`src/hdl/twm_pkg.sv`:
```
package twm_pkg;
	// Register byte offsets on the APB window
	localparam int ADDR_W = 12;
	localparam logic [ADDR_W-1:0] OFS_BEGIN_READ  = 12'h000;
	localparam logic [ADDR_W-1:0] OFS_BEGIN_WRITE = 12'h008;
	localparam logic [ADDR_W-1:0] OFS_STOP        = 12'h014;
	localparam logic [ADDR_W-1:0] OFS_EV_STOPPED  = 12'h104;
	localparam logic [ADDR_W-1:0] OFS_EV_RXRDY    = 12'h108;
	localparam logic [ADDR_W-1:0] OFS_EV_TXSENT   = 12'h11c;
	localparam logic [ADDR_W-1:0] OFS_EV_ERROR    = 12'h124;
	localparam logic [ADDR_W-1:0] OFS_ENABLE      = 12'h500;
	localparam logic [ADDR_W-1:0] OFS_PSEL_SCL    = 12'h508;
	localparam logic [ADDR_W-1:0] OFS_PSEL_SDA    = 12'h50c;
	localparam logic [ADDR_W-1:0] OFS_RXD         = 12'h518;
	localparam logic [ADDR_W-1:0] OFS_TXD         = 12'h51c;
	localparam logic [ADDR_W-1:0] OFS_FREQ        = 12'h524;
	localparam logic [ADDR_W-1:0] OFS_ADDR        = 12'h588;

	// Field layout
	localparam int TASK_BIT      = 0;
	localparam int EVENT_BIT     = 0;
	localparam int ENABLE_BIT    = 0;
	localparam int FREQ_FAST_BIT = 0;
	localparam int PIN_W         = 5;
	localparam int PSEL_DISC_BIT = 31;

	// Reset values
	localparam logic             RST_DISC = 1'b1;
	localparam logic [PIN_W-1:0] RST_PIN  = 5'h1f;
	localparam logic [6:0]       RST_ADDR = 7'h00;

	// Bus timing, one quarter of an SCL period per divider tick
	localparam int SYS_CLK_HZ  = 100_000_000;
	localparam int SCL_STD_HZ  = 100_000;
	localparam int SCL_FAST_HZ = 400_000;
	localparam int QTR_STD     = (SYS_CLK_HZ + 4 * SCL_STD_HZ - 1) / (4 * SCL_STD_HZ);
	localparam int QTR_FAST    = (SYS_CLK_HZ + 4 * SCL_FAST_HZ - 1) / (4 * SCL_FAST_HZ);
	localparam logic [7:0] QTR_STD_M1  = 8'(QTR_STD - 1);
	localparam logic [7:0] QTR_FAST_M1 = 8'(QTR_FAST - 1);

	// Bus sequencer states, Gray along idle-start-low-high-stop
	typedef enum logic [2:0] {
		TWM_IDLE  = 3'h0,
		TWM_START = 3'h1,
		TWM_LOW   = 3'h3,
		TWM_HIGH  = 3'h2,
		TWM_STOP  = 3'h6
	} twm_phase_t;
endpackage

```
`src/hdl/twm_line_if.sv`:
```
`timescale 1ns/1ps
interface twm_line_if;
	logic raw;
	logic level;
	modport sync (input raw, output level);
	modport user (output raw, input level);
endinterface

```
`src/hdl/twm_sync.sv`:
```
`timescale 1ns/1ps
module twm_sync #(
	parameter logic IDLE_LEVEL = 1'b1
) (
	input wire logic     sys_clk,
	input wire logic     resetn,
	twm_line_if.sync     line
);
	typedef struct packed {
		logic first;
		logic second;
	} twm_sync_t;

	twm_sync_t s_reg;
	twm_sync_t s_next;

	// First stage feeds only the second stage
	always_comb begin
		s_next.first  = line.raw;
		s_next.second = s_reg.first;
	end

	always_ff @(posedge sys_clk or negedge resetn) begin
		if (!resetn) begin
			s_reg <= '{first: IDLE_LEVEL, second: IDLE_LEVEL};
		end else begin
			s_reg <= s_next;
		end
	end

	assign line.level = s_reg.second;
endmodule

```
`src/hdl/twm_master.sv`:
```
// Implementation choices: the APB slave port and the address map.
`timescale 1ns/1ps
// Function
// RULE_01 - SCL runs at 100 kHz or 400 kHz as selected.
// RULE_02 - Controller must be the only master on its bus.
// RULE_03 - A high SCL phase waits while a slave holds SCL low.
// RULE_04 - Write task: START, 7-bit address, direction bit 0.
// RULE_05 - Read task: START, address, direction bit 1.
// RULE_06 - Receiver answers each byte with one bit: low ACK, high NACK.
// RULE_07 - A NACK sampled from the slave raises the error event.
// RULE_08 - After address ACK, each written transmit byte is shifted out, then ACK sampled.
// RULE_09 - Byte-sent event after a byte and its ACK bit finish.
// RULE_10 - Software writes transmit byte only after the previous byte-sent event.
// RULE_11 - No new transmit byte: SCL is held low until one arrives.
// RULE_12 - Stop task during a write ends with a STOP condition.
// RULE_13 - Slave drives read bytes on SDA, timed by master SCL pulses.
// RULE_14 - Byte-received event when a new byte enters the receive register.
// RULE_15 - After a received byte, SCL held low until receive register is read.
// RULE_16 - Software triggers stop before reading the last received byte.
// RULE_17 - Pending stop at last read: answer NACK, then STOP.
// RULE_18 - SCL and SDA go to selected pins; disconnected reaches no pin.
// RULE_19 - Pin selection acts only while enabled.
// RULE_20 - Software changes pin selection only while disabled.
// RULE_21 - Both pins set up externally as standard-low open-high inputs.
// RULE_22 - Software disables sharing peripherals and programs every register.
// RULE_23 - Start task pending at last read: NACK, then repeated START.
// RULE_24 - Stopped event after the stop task completes.
// RULE_25 - START and STOP change SDA with SCL high; data changes with SCL low.
module twm_master #(
	parameter int NUM_PINS = 32
) (
	input  wire logic                        sys_clk,
	input  wire logic                        resetn,
	input  wire logic                        psel,
	input  wire logic                        penable,
	input  wire logic                        pwrite,
	input  wire logic [twm_pkg::ADDR_W-1:0]  paddr,
	input  wire logic [31:0]                 pwdata,
	output logic      [31:0]                 prdata,
	output logic                             pready,
	output logic                             pslverr,
	input  wire logic [NUM_PINS-1:0]         pin_in,
	output logic      [NUM_PINS-1:0]         pin_out,
	output logic      [NUM_PINS-1:0]         pin_oe,
	output logic                             stopped_event,
	output logic                             byte_received_event,
	output logic                             byte_sent_event,
	output logic                             error_event
);
	import twm_pkg::*;

	typedef struct packed {
		logic             enable;
		logic             freq_fast;
		logic             scl_disc;
		logic [PIN_W-1:0] scl_pin;
		logic             sda_disc;
		logic [PIN_W-1:0] sda_pin;
		logic [6:0]       addr;
		logic [7:0]       txd;
		logic             tx_full;
		logic [7:0]       rxd;
		logic             rx_full;
		logic             ev_stopped;
		logic             ev_rxrdy;
		logic             ev_txsent;
		logic             ev_error;
		logic             p_stopped;
		logic             p_rx;
		logic             p_tx;
		logic             p_err;
		logic [31:0]      prdata;
		logic [7:0]       tcnt;
		twm_phase_t       st;
		logic [1:0]       ph;
		logic [3:0]       bitn;
		logic [7:0]       shreg;
		logic             rd;
		logic             is_addr;
		logic             stop_pend;
		logic             restart_pend;
		logic             restart_rd;
		logic             nack_drv;
		logic             scl_oe;
		logic             sda_oe;
	} twm_state_t;

	twm_state_t r_reg;
	twm_state_t r_next;

	twm_line_if scl_line();
	twm_line_if sda_line();

	logic tick;
	logic acc_wr;
	logic acc_rd;
	logic go_wr;
	logic go_rd;
	logic go_stop;
	logic hit;
	logic scl_s;
	logic sda_s;
	logic scl_conn;
	logic sda_conn;

	// Pin selection only counts while enabled; out-of-range pins are treated as disconnected
	assign scl_conn = r_reg.enable && !r_reg.scl_disc && (int'(r_reg.scl_pin) < NUM_PINS); // [RULE_18] [RULE_19]
	assign sda_conn = r_reg.enable && !r_reg.sda_disc && (int'(r_reg.sda_pin) < NUM_PINS); // [RULE_18] [RULE_19]
	assign scl_line.raw = scl_conn ? pin_in[r_reg.scl_pin] : 1'b1;
	assign sda_line.raw = sda_conn ? pin_in[r_reg.sda_pin] : 1'b1;
	assign scl_s = scl_line.level;
	assign sda_s = sda_line.level;

	twm_sync u_scl_sync (
		.sys_clk (sys_clk),
		.resetn  (resetn),
		.line    (scl_line)
	);

	twm_sync u_sda_sync (
		.sys_clk (sys_clk),
		.resetn  (resetn),
		.line    (sda_line)
	);

	// Open drain: the pad only ever pulls low
	always_comb begin
		pin_out = '0;
		for (int i = 0; i < NUM_PINS; i++) begin
			pin_oe[i] = (scl_conn && int'(r_reg.scl_pin) == i && r_reg.scl_oe) ||
				(sda_conn && int'(r_reg.sda_pin) == i && r_reg.sda_oe); // [RULE_18]
		end
	end

	// APB decode, zero wait states
	always_comb begin
		unique case (paddr)
			OFS_BEGIN_READ, OFS_BEGIN_WRITE, OFS_STOP, OFS_EV_STOPPED, OFS_EV_RXRDY,
			OFS_EV_TXSENT, OFS_EV_ERROR, OFS_ENABLE, OFS_PSEL_SCL, OFS_PSEL_SDA,
			OFS_RXD, OFS_TXD, OFS_FREQ, OFS_ADDR: hit = 1'b1;
			default: hit = 1'b0;
		endcase
	end
	assign pready  = 1'b1;
	assign pslverr = psel && penable && !hit;
	assign acc_wr  = psel && penable && pwrite && hit;
	assign acc_rd  = psel && penable && !pwrite && hit;
	assign go_wr   = acc_wr && paddr == OFS_BEGIN_WRITE && pwdata[TASK_BIT];
	assign go_rd   = acc_wr && paddr == OFS_BEGIN_READ && pwdata[TASK_BIT];
	assign go_stop = acc_wr && paddr == OFS_STOP && pwdata[TASK_BIT];
	assign tick    = r_reg.tcnt == 8'h00;

	// Registers, divider and bus sequencer; hardware sets come after software clears
	always_comb begin
		r_next = r_reg;
		r_next.p_stopped = 1'b0;
		r_next.p_rx = 1'b0;
		r_next.p_tx = 1'b0;
		r_next.p_err = 1'b0;
		r_next.tcnt = (tick || (r_reg.st == TWM_HIGH && !scl_s)) ? // Stretch restarts the count [RULE_03]
			(r_reg.freq_fast ? QTR_FAST_M1 : QTR_STD_M1) : r_reg.tcnt - 8'h01; // [RULE_01]
		// Read data is fetched in setup so it stands through the access phase
		if (psel && !penable && !pwrite) begin
			unique case (paddr)
				OFS_EV_STOPPED: r_next.prdata = {31'h0, r_reg.ev_stopped};
				OFS_EV_RXRDY:   r_next.prdata = {31'h0, r_reg.ev_rxrdy};
				OFS_EV_TXSENT:  r_next.prdata = {31'h0, r_reg.ev_txsent};
				OFS_EV_ERROR:   r_next.prdata = {31'h0, r_reg.ev_error};
				OFS_ENABLE:     r_next.prdata = {31'h0, r_reg.enable};
				OFS_PSEL_SCL:   r_next.prdata = {r_reg.scl_disc, 26'h0, r_reg.scl_pin};
				OFS_PSEL_SDA:   r_next.prdata = {r_reg.sda_disc, 26'h0, r_reg.sda_pin};
				OFS_RXD:        r_next.prdata = {24'h0, r_reg.rxd};
				OFS_TXD:        r_next.prdata = {24'h0, r_reg.txd};
				OFS_FREQ:       r_next.prdata = {31'h0, r_reg.freq_fast};
				OFS_ADDR:       r_next.prdata = {25'h0, r_reg.addr};
				default:        r_next.prdata = 32'h0;
			endcase
		end
		if (acc_rd && paddr == OFS_RXD) begin
			r_next.rx_full = 1'b0;
		end
		if (acc_wr) begin
			unique case (paddr)
				OFS_EV_STOPPED: if (!pwdata[EVENT_BIT]) r_next.ev_stopped = 1'b0;
				OFS_EV_RXRDY:   if (!pwdata[EVENT_BIT]) r_next.ev_rxrdy = 1'b0;
				OFS_EV_TXSENT:  if (!pwdata[EVENT_BIT]) r_next.ev_txsent = 1'b0;
				OFS_EV_ERROR:   if (!pwdata[EVENT_BIT]) r_next.ev_error = 1'b0;
				OFS_ENABLE:     r_next.enable = pwdata[ENABLE_BIT];
				OFS_PSEL_SCL:   {r_next.scl_disc, r_next.scl_pin} = {pwdata[PSEL_DISC_BIT], pwdata[PIN_W-1:0]};
				OFS_PSEL_SDA:   {r_next.sda_disc, r_next.sda_pin} = {pwdata[PSEL_DISC_BIT], pwdata[PIN_W-1:0]};
				OFS_FREQ:       r_next.freq_fast = pwdata[FREQ_FAST_BIT];
				OFS_ADDR:       r_next.addr = pwdata[6:0];
				OFS_TXD: begin
					r_next.txd = pwdata[7:0];
					r_next.tx_full = 1'b1;
				end
				default: ;
			endcase
		end
		// Tasks arriving mid-transfer are remembered until a byte boundary
		if (r_reg.st != TWM_IDLE) begin
			if (go_stop) r_next.stop_pend = 1'b1;
			if (go_wr || go_rd) begin
				r_next.restart_pend = 1'b1;
				r_next.restart_rd = go_rd;
			end
		end
		if (!r_reg.enable) begin
			r_next.st = TWM_IDLE;
			r_next.scl_oe = 1'b0;
			r_next.sda_oe = 1'b0;
			r_next.stop_pend = 1'b0;
			r_next.restart_pend = 1'b0;
		end else begin
			unique case (r_reg.st)
				TWM_IDLE: begin
					r_next.scl_oe = 1'b0;
					r_next.sda_oe = 1'b0;
					if (go_wr || go_rd) begin
						r_next.rd = go_rd;
						r_next.st = TWM_START;
						r_next.ph = 2'h0;
					end else if (go_stop) begin
						r_next.ev_stopped = 1'b1; // [RULE_24]
						r_next.p_stopped = 1'b1;
					end
				end
				TWM_START: if (tick) begin
					unique case (r_reg.ph)
						2'h0: begin
							r_next.sda_oe = 1'b0;
							r_next.ph = 2'h1;
						end
						2'h1: begin
							r_next.scl_oe = 1'b0;
							r_next.ph = 2'h2;
						end
						2'h2: if (scl_s) begin
							r_next.sda_oe = 1'b1; // [RULE_25]
							r_next.ph = 2'h3;
						end
						default: begin
							r_next.scl_oe = 1'b1;
							r_next.st = TWM_LOW;
							r_next.ph = 2'h0;
							r_next.bitn = 4'h0;
							r_next.is_addr = 1'b1;
							r_next.restart_pend = 1'b0;
							r_next.shreg = {r_reg.addr, r_reg.rd}; // [RULE_04] [RULE_05]
						end
					endcase
				end
				TWM_LOW: if (tick) begin
					if (r_reg.ph == 2'h1) begin
						r_next.scl_oe = 1'b0;
						r_next.st = TWM_HIGH;
						r_next.ph = 2'h0;
					end else if (r_reg.bitn == 4'h0 && !r_reg.is_addr && r_reg.stop_pend &&
						(!r_reg.rd || r_reg.nack_drv)) begin
						r_next.st = TWM_STOP; // [RULE_12] [RULE_17]
					end else if (r_reg.bitn == 4'h0 && !r_reg.is_addr && r_reg.restart_pend &&
						(!r_reg.rd || r_reg.nack_drv)) begin
						r_next.st = TWM_START; // [RULE_23]
						r_next.rd = r_reg.restart_rd;
					end else if (r_reg.bitn == 4'h0 && !r_reg.is_addr && !r_reg.rd) begin
						// Nothing to send keeps SCL low, which paces software
						if (r_reg.tx_full) begin
							r_next.shreg = r_reg.txd; // [RULE_08]
							r_next.tx_full = 1'b0;
							r_next.sda_oe = !r_reg.txd[7];
							r_next.ph = 2'h1;
						end // [RULE_11]
					end else if (r_reg.bitn == 4'h8 && r_reg.rd && !r_reg.is_addr) begin
						if (!r_reg.rx_full) begin // [RULE_15]
							r_next.nack_drv = r_reg.stop_pend || r_reg.restart_pend; // [RULE_17] [RULE_23]
							r_next.sda_oe = !(r_reg.stop_pend || r_reg.restart_pend); // [RULE_06]
							r_next.ph = 2'h1;
						end
					end else if (r_reg.bitn == 4'h8 || (r_reg.rd && !r_reg.is_addr)) begin
						r_next.sda_oe = 1'b0; // [RULE_06] [RULE_13]
						r_next.ph = 2'h1;
					end else begin
						r_next.sda_oe = !r_reg.shreg[7]; // [RULE_25]
						r_next.ph = 2'h1;
					end
				end
				TWM_HIGH: if (tick && scl_s) begin // [RULE_03]
					if (r_reg.ph == 2'h0) begin
						r_next.ph = 2'h1;
						if (r_reg.bitn != 4'h8) begin
							r_next.shreg = {r_reg.shreg[6:0], sda_s};
						end else if (!r_reg.rd || r_reg.is_addr) begin
							r_next.nack_drv = sda_s;
							if (sda_s) begin
								r_next.ev_error = 1'b1; // [RULE_07]
								r_next.p_err = 1'b1;
							end
						end
					end else begin
						r_next.scl_oe = 1'b1;
						r_next.st = TWM_LOW;
						r_next.ph = 2'h0;
						if (r_reg.bitn == 4'h8) begin
							r_next.bitn = 4'h0;
							r_next.is_addr = 1'b0;
							if (!r_reg.rd && !r_reg.is_addr) begin
								r_next.ev_txsent = 1'b1; // [RULE_09]
								r_next.p_tx = 1'b1;
							end
						end else begin
							r_next.bitn = r_reg.bitn + 4'h1;
							if (r_reg.bitn == 4'h7 && r_reg.rd && !r_reg.is_addr) begin
								r_next.rxd = r_reg.shreg; // [RULE_14]
								r_next.rx_full = 1'b1;
								r_next.ev_rxrdy = 1'b1;
								r_next.p_rx = 1'b1;
							end
						end
					end
				end
				TWM_STOP: if (tick) begin
					unique case (r_reg.ph)
						2'h0: begin
							r_next.scl_oe = 1'b1;
							r_next.sda_oe = 1'b1;
							r_next.ph = 2'h1;
						end
						2'h1: begin
							r_next.scl_oe = 1'b0;
							r_next.ph = 2'h2;
						end
						default: if (scl_s) begin
							r_next.sda_oe = 1'b0; // [RULE_25]
							r_next.st = TWM_IDLE;
							r_next.ph = 2'h0;
							r_next.stop_pend = 1'b0;
							r_next.restart_pend = 1'b0;
							r_next.ev_stopped = 1'b1; // [RULE_24]
							r_next.p_stopped = 1'b1;
						end
					endcase
				end
				default: r_next.st = TWM_IDLE;
			endcase
		end
	end

	always_ff @(posedge sys_clk or negedge resetn) begin
		if (!resetn) begin
			r_reg <= '0;
			r_reg.scl_disc <= RST_DISC;
			r_reg.sda_disc <= RST_DISC;
			r_reg.scl_pin <= RST_PIN;
			r_reg.sda_pin <= RST_PIN;
			r_reg.addr <= RST_ADDR;
			r_reg.st <= TWM_IDLE;
		end else begin
			r_reg <= r_next;
		end
	end

	assign prdata              = r_reg.prdata;
	assign stopped_event       = r_reg.p_stopped;
	assign byte_received_event = r_reg.p_rx;
	assign byte_sent_event     = r_reg.p_tx;
	assign error_event         = r_reg.p_err;
endmodule

```
`config.mk`:
```
export PLATFORM = sky130hd
export DESIGN_NAME = twm_master
export DESIGN_NICKNAME = d
export VERILOG_FILES = /design/src/hdl/twm_pkg.sv /design/src/hdl/twm_line_if.sv /design/src/hdl/twm_sync.sv /design/src/hdl/twm_master.sv
export SDC_FILE = /design/constraint.sdc
export NUM_CORES = 1
export LEC_CHECK = 0
export BUFFER_PORTS_ARGS = -buffer_cell sky130_fd_sc_hd__buf_2
export CORE_UTILIZATION = 45
export DETAILED_ROUTE_END_ITERATION = 10
export GPL_TIMING_DRIVEN = 0
export PLACE_DENSITY = 0.7
export SLEW_MARGIN = 30
export SYNTH_ARGS = -nofsm -noshare
export SYNTH_HDL_FRONTEND = slang
export SYNTH_SLANG_ARGS = --single-unit
```
`constraint.sdc`:
```
create_clock -name sys_clk -period 6.1 [get_ports sys_clk]
set_input_delay 0.61 -clock sys_clk [delete_from_list [all_inputs] [get_ports sys_clk]]
set_output_delay 0.61 -clock sys_clk [all_outputs]
set_load 0.02 [all_outputs]
```
==> summary.md <==
| Metric | Value |
|---|---|
| Post-CTS sizing | 0 |
| Largest net degree at the start of global routing | 67 |
| Failing checks | design-rule violations |
| Rel. slew slack | 0.434 |
| Core area | 0.0146 mm^2 |
| Crit Path Class | reg2out |
| Critical path cell sequence | clkbuf_1, clkbuf_1, nand2_1, or3_1, o22ai_1, buf_2 |
| Startpoint Class | flip-flop |
| Setup bufs post-CTS | 0 |
| Met3 WL | 1030 um |
| Final Max Slew Viols | 0 |
| ANT nets after route | 0 |
| Final #Nets | 964 |
| Synth Warn # | 0 |
| RSZ-0062 raised after global routing | no |
| CTS tree | yes |
| Non-Filler Instances | 1063 |
| Hold Buf Count CTS | 0 |
| Power share of the sequential group | 0.353 |
| Layout cell share with drive strength beyond 1 | 0.339 |
| Area of the multi-input gates | 0.00394 mm^2 |
| PortBufs | 101 |
| Worst EP arrival | 2.80 ns |
| WL met2 | 8810 um |
| Number of distinct library cells after synthesis | 74 |
| Yosys top cell area share | 0.283 |
| Via count | 6081 |
| Grt ovf | 0 |
| HP Class | in2async |
| Post-synth top flop | dfrtp_1 |
| Max layer used | met4 |
| Vias in the first global route | 5652 |
| Diode count | 0 |
| MaxCap Viol Count | 0 |
| Fin crit share | 0.558 |
| Global-route wire length before repair | 29400 um |
| Peak fanout along the critical path | 10 |
| Top Ports | 183 |
| Largest register FFs | 76 |
| Tot GR Track Use | 0.234 |
| Reg area | 0.00235 mm^2 |
| Clk pin slew, worst setup/hold paths | 0.07 ns |
| Fmax | 294 MHz |
| Wl on met1 | 7910 um |
| Setup Viol. Count Final | 0 |
| Final TNS setup | 0 ns |
| Htree depth | 3 |
| Final WL | 18100 um |
| Site row count | 44 |
| Post-synthesis sequential area ratio | 0.345 |
| Post-synth top cells | 77 x dfrtp_1, 66 x buf_4, 56 x nand2_1 |
| Vert. Die Dim | 125 um |
| EDFF count, synth | 0 |
| Status | finished with violations |
| # DRC | 12 |
| Crit path required time | 5.49 ns |
| Total CTS buffers | 9 |
| Drt first pass iters | 8 |
| Top cells by area, synth | dfrtp_1 28%, buf_4 7.3%, mux2_2 6.6% |
| Placed Area | 0.00777 mm^2 |
| RR Startpoint | r_reg[25] |
| Cell area after synthesis | 0.00680 mm^2 |
| Pleak | 3.75 nW |
| Maximum VDD drop | 153 uV |
| Post-Syn Area per Cell | 9.61 um^2 |
| WL/cell | 17.0 um |
| R2R setup slack | 3.15 ns |
| RR Endpoint | r_reg[20] |
| Net Sw Frac | 0.348 |
| Largest buffer count on any clock path | 2 |
| Final Hold Viols | 0 |
| Area delta synth->final | 19.4% |
| Yosys reg bits | 93 |
| Pwr/cell area | 246 mW/mm^2 |
| Final-layout fill cell count | 1384 |
| Final Wtd Congestion | 0.902 |
| Clock power share | 0.320 |
| Asr flop ratio synth | 1.00 |
| Die footprint | 0.0156 mm^2 |
| DPL Wire Length | 13800 um |
| Initial Util | 0.464 |
| Measured slew at the worst slew-check pin | 0.837 ns |
| Nature of the critical path endpoint | output pin |
| Int Pwr | 1.30 mW |
| Final instance area | 0.00812 mm^2 |
| Via density | 5.72 |
| Fin util | 0.554 |
| Cells after Synth | 707 |
| Cell mode on critical path | clkbuf_1 |
| Initial antenna violation count | 0 |
| Critical path's slowest cell | dfstp_2 |
| Chip width | 125 um |
| Clock root cell | clkbuf_16 |
| Placed Instances | 1047 |
| Clk_lat worst skew | 0.35 ns |
| Tmin final | 3.41 ns |
| Max incr delay on CP | 0.53 ns |
| Most frequent cell after synthesis | dfrtp_1 |
| Worst Skew | 0.00495 ns |
| R2R cell count | 7 |
| P_sw | 0.695 mW |
| Combinational power share | 0.328 |
| Detailed Route Iter0 Violations | 435 |
| Clock Sinks | 93 |
| Post-synth top area cell | dfrtp_1 |
[layout by cell type, fill, tap and decap left out, drive strengths merged, types with 16 or more instances in the layout]
| cell | instances |
|---|---|
| a21oi | 22 |
| buf | 179 |
| clkbuf | 36 |
| conb | 56 |
| dfrtp | 77 |
| dfstp | 16 |
| inv | 19 |
| mux2 | 48 |
| mux4 | 16 |
| nand2 | 57 |
| nand2b | 16 |
| nand3 | 19 |
| nor2 | 30 |
| nor3 | 21 |
| o21ai | 30 |
| o22ai | 33 |
| or3 | 17 |
[critical path, delay by kind of cell, from the launching register on]
family,cells,cell delay (ns)
flops,1,0.53
simple gates,2,0.71
buf+inv,3,1.01
compound gates,1,0.20
[per-stage QoR]
| step | hold slack [ns] | total power [mW] | setup WS [ns] |
|---|---|---|---|
| 2_1_floorplan | 0.314 | 1.18 | 3.41 |
| 3_3_place_gp | 0.347 | 1.35 | 3.03 |
| 3_5_place_dp | 0.350 | 1.36 | 3.00 |
| 4_1_cts | 0.121 | 2.00 | 2.68 |
| 5_1_grt | 0.124 | 2.09 | 2.48 |
| 6_report | 0.118 | 2.00 | 2.69 |
[how the worst max path moves through the flow]
stage	startpoint	slack [ns]	end
2_1_floorplan	paddr[3]	3.41	pslverr
3_3_place_gp	paddr[5]	3.03	r_reg[20]
3_5_place_dp	paddr[5]	3.00	r_reg[20]
4_1_cts	r_reg[98]	2.68	pin_oe[3]
5_1_grt	r_reg[98]	2.48	pin_oe[5]
6_report	r_reg[98]	2.69	pin_oe[3]
[cell families (layout without fill, tap and decap cells)]
kind of cell	count (synthesis)	after routing	synth area share
AO/OA/AOI/OAI	156	156	0.153
AND/OR/NAND/NOR	242	242	0.211
XOR/XNOR	6	6	0.00773
adder cells (fa/ha/maj)	9	9	0.0166
flip-flops	93	93	0.345
multiplexers	79	79	0.159
other	2	56	0.00110
buffers and inverters	120	238	0.106
[area by class of cell]
class,count,area share
repair buffers,102,0.0664
clock inverters,6,0.0126
clock buffers,10,0.0294
flip-flops and latches,93,0.289
multi-input cells,548,0.485
well taps,184,0.0284
inverters,17,0.00786
plain buffers,103,0.0809
[power groups by stage]
| stage | sequential, mW | combinational, mW | clock (mW) |
|---|---|---|---|
| 2_1_floorplan | 0.699 | 0.484 | 0 |
| 3_3_place_gp | 0.713 | 0.637 | 0 |
| 3_5_place_dp | 0.712 | 0.644 | 0 |
| 4_1_cts | 0.702 | 0.646 | 0.648 |
| 5_1_grt | 0.709 | 0.711 | 0.674 |
| 6_report | 0.704 | 0.654 | 0.638 |
[metal layers]
layer / vias up / track usage
li1: 2877 / -
met5: - / 0
met3: 25 / 0.0382
met1: 2925 / 0.321
met4: 0 / 0.0638
met2: 254 / 0.384
(Power assumes the default switching activity.)
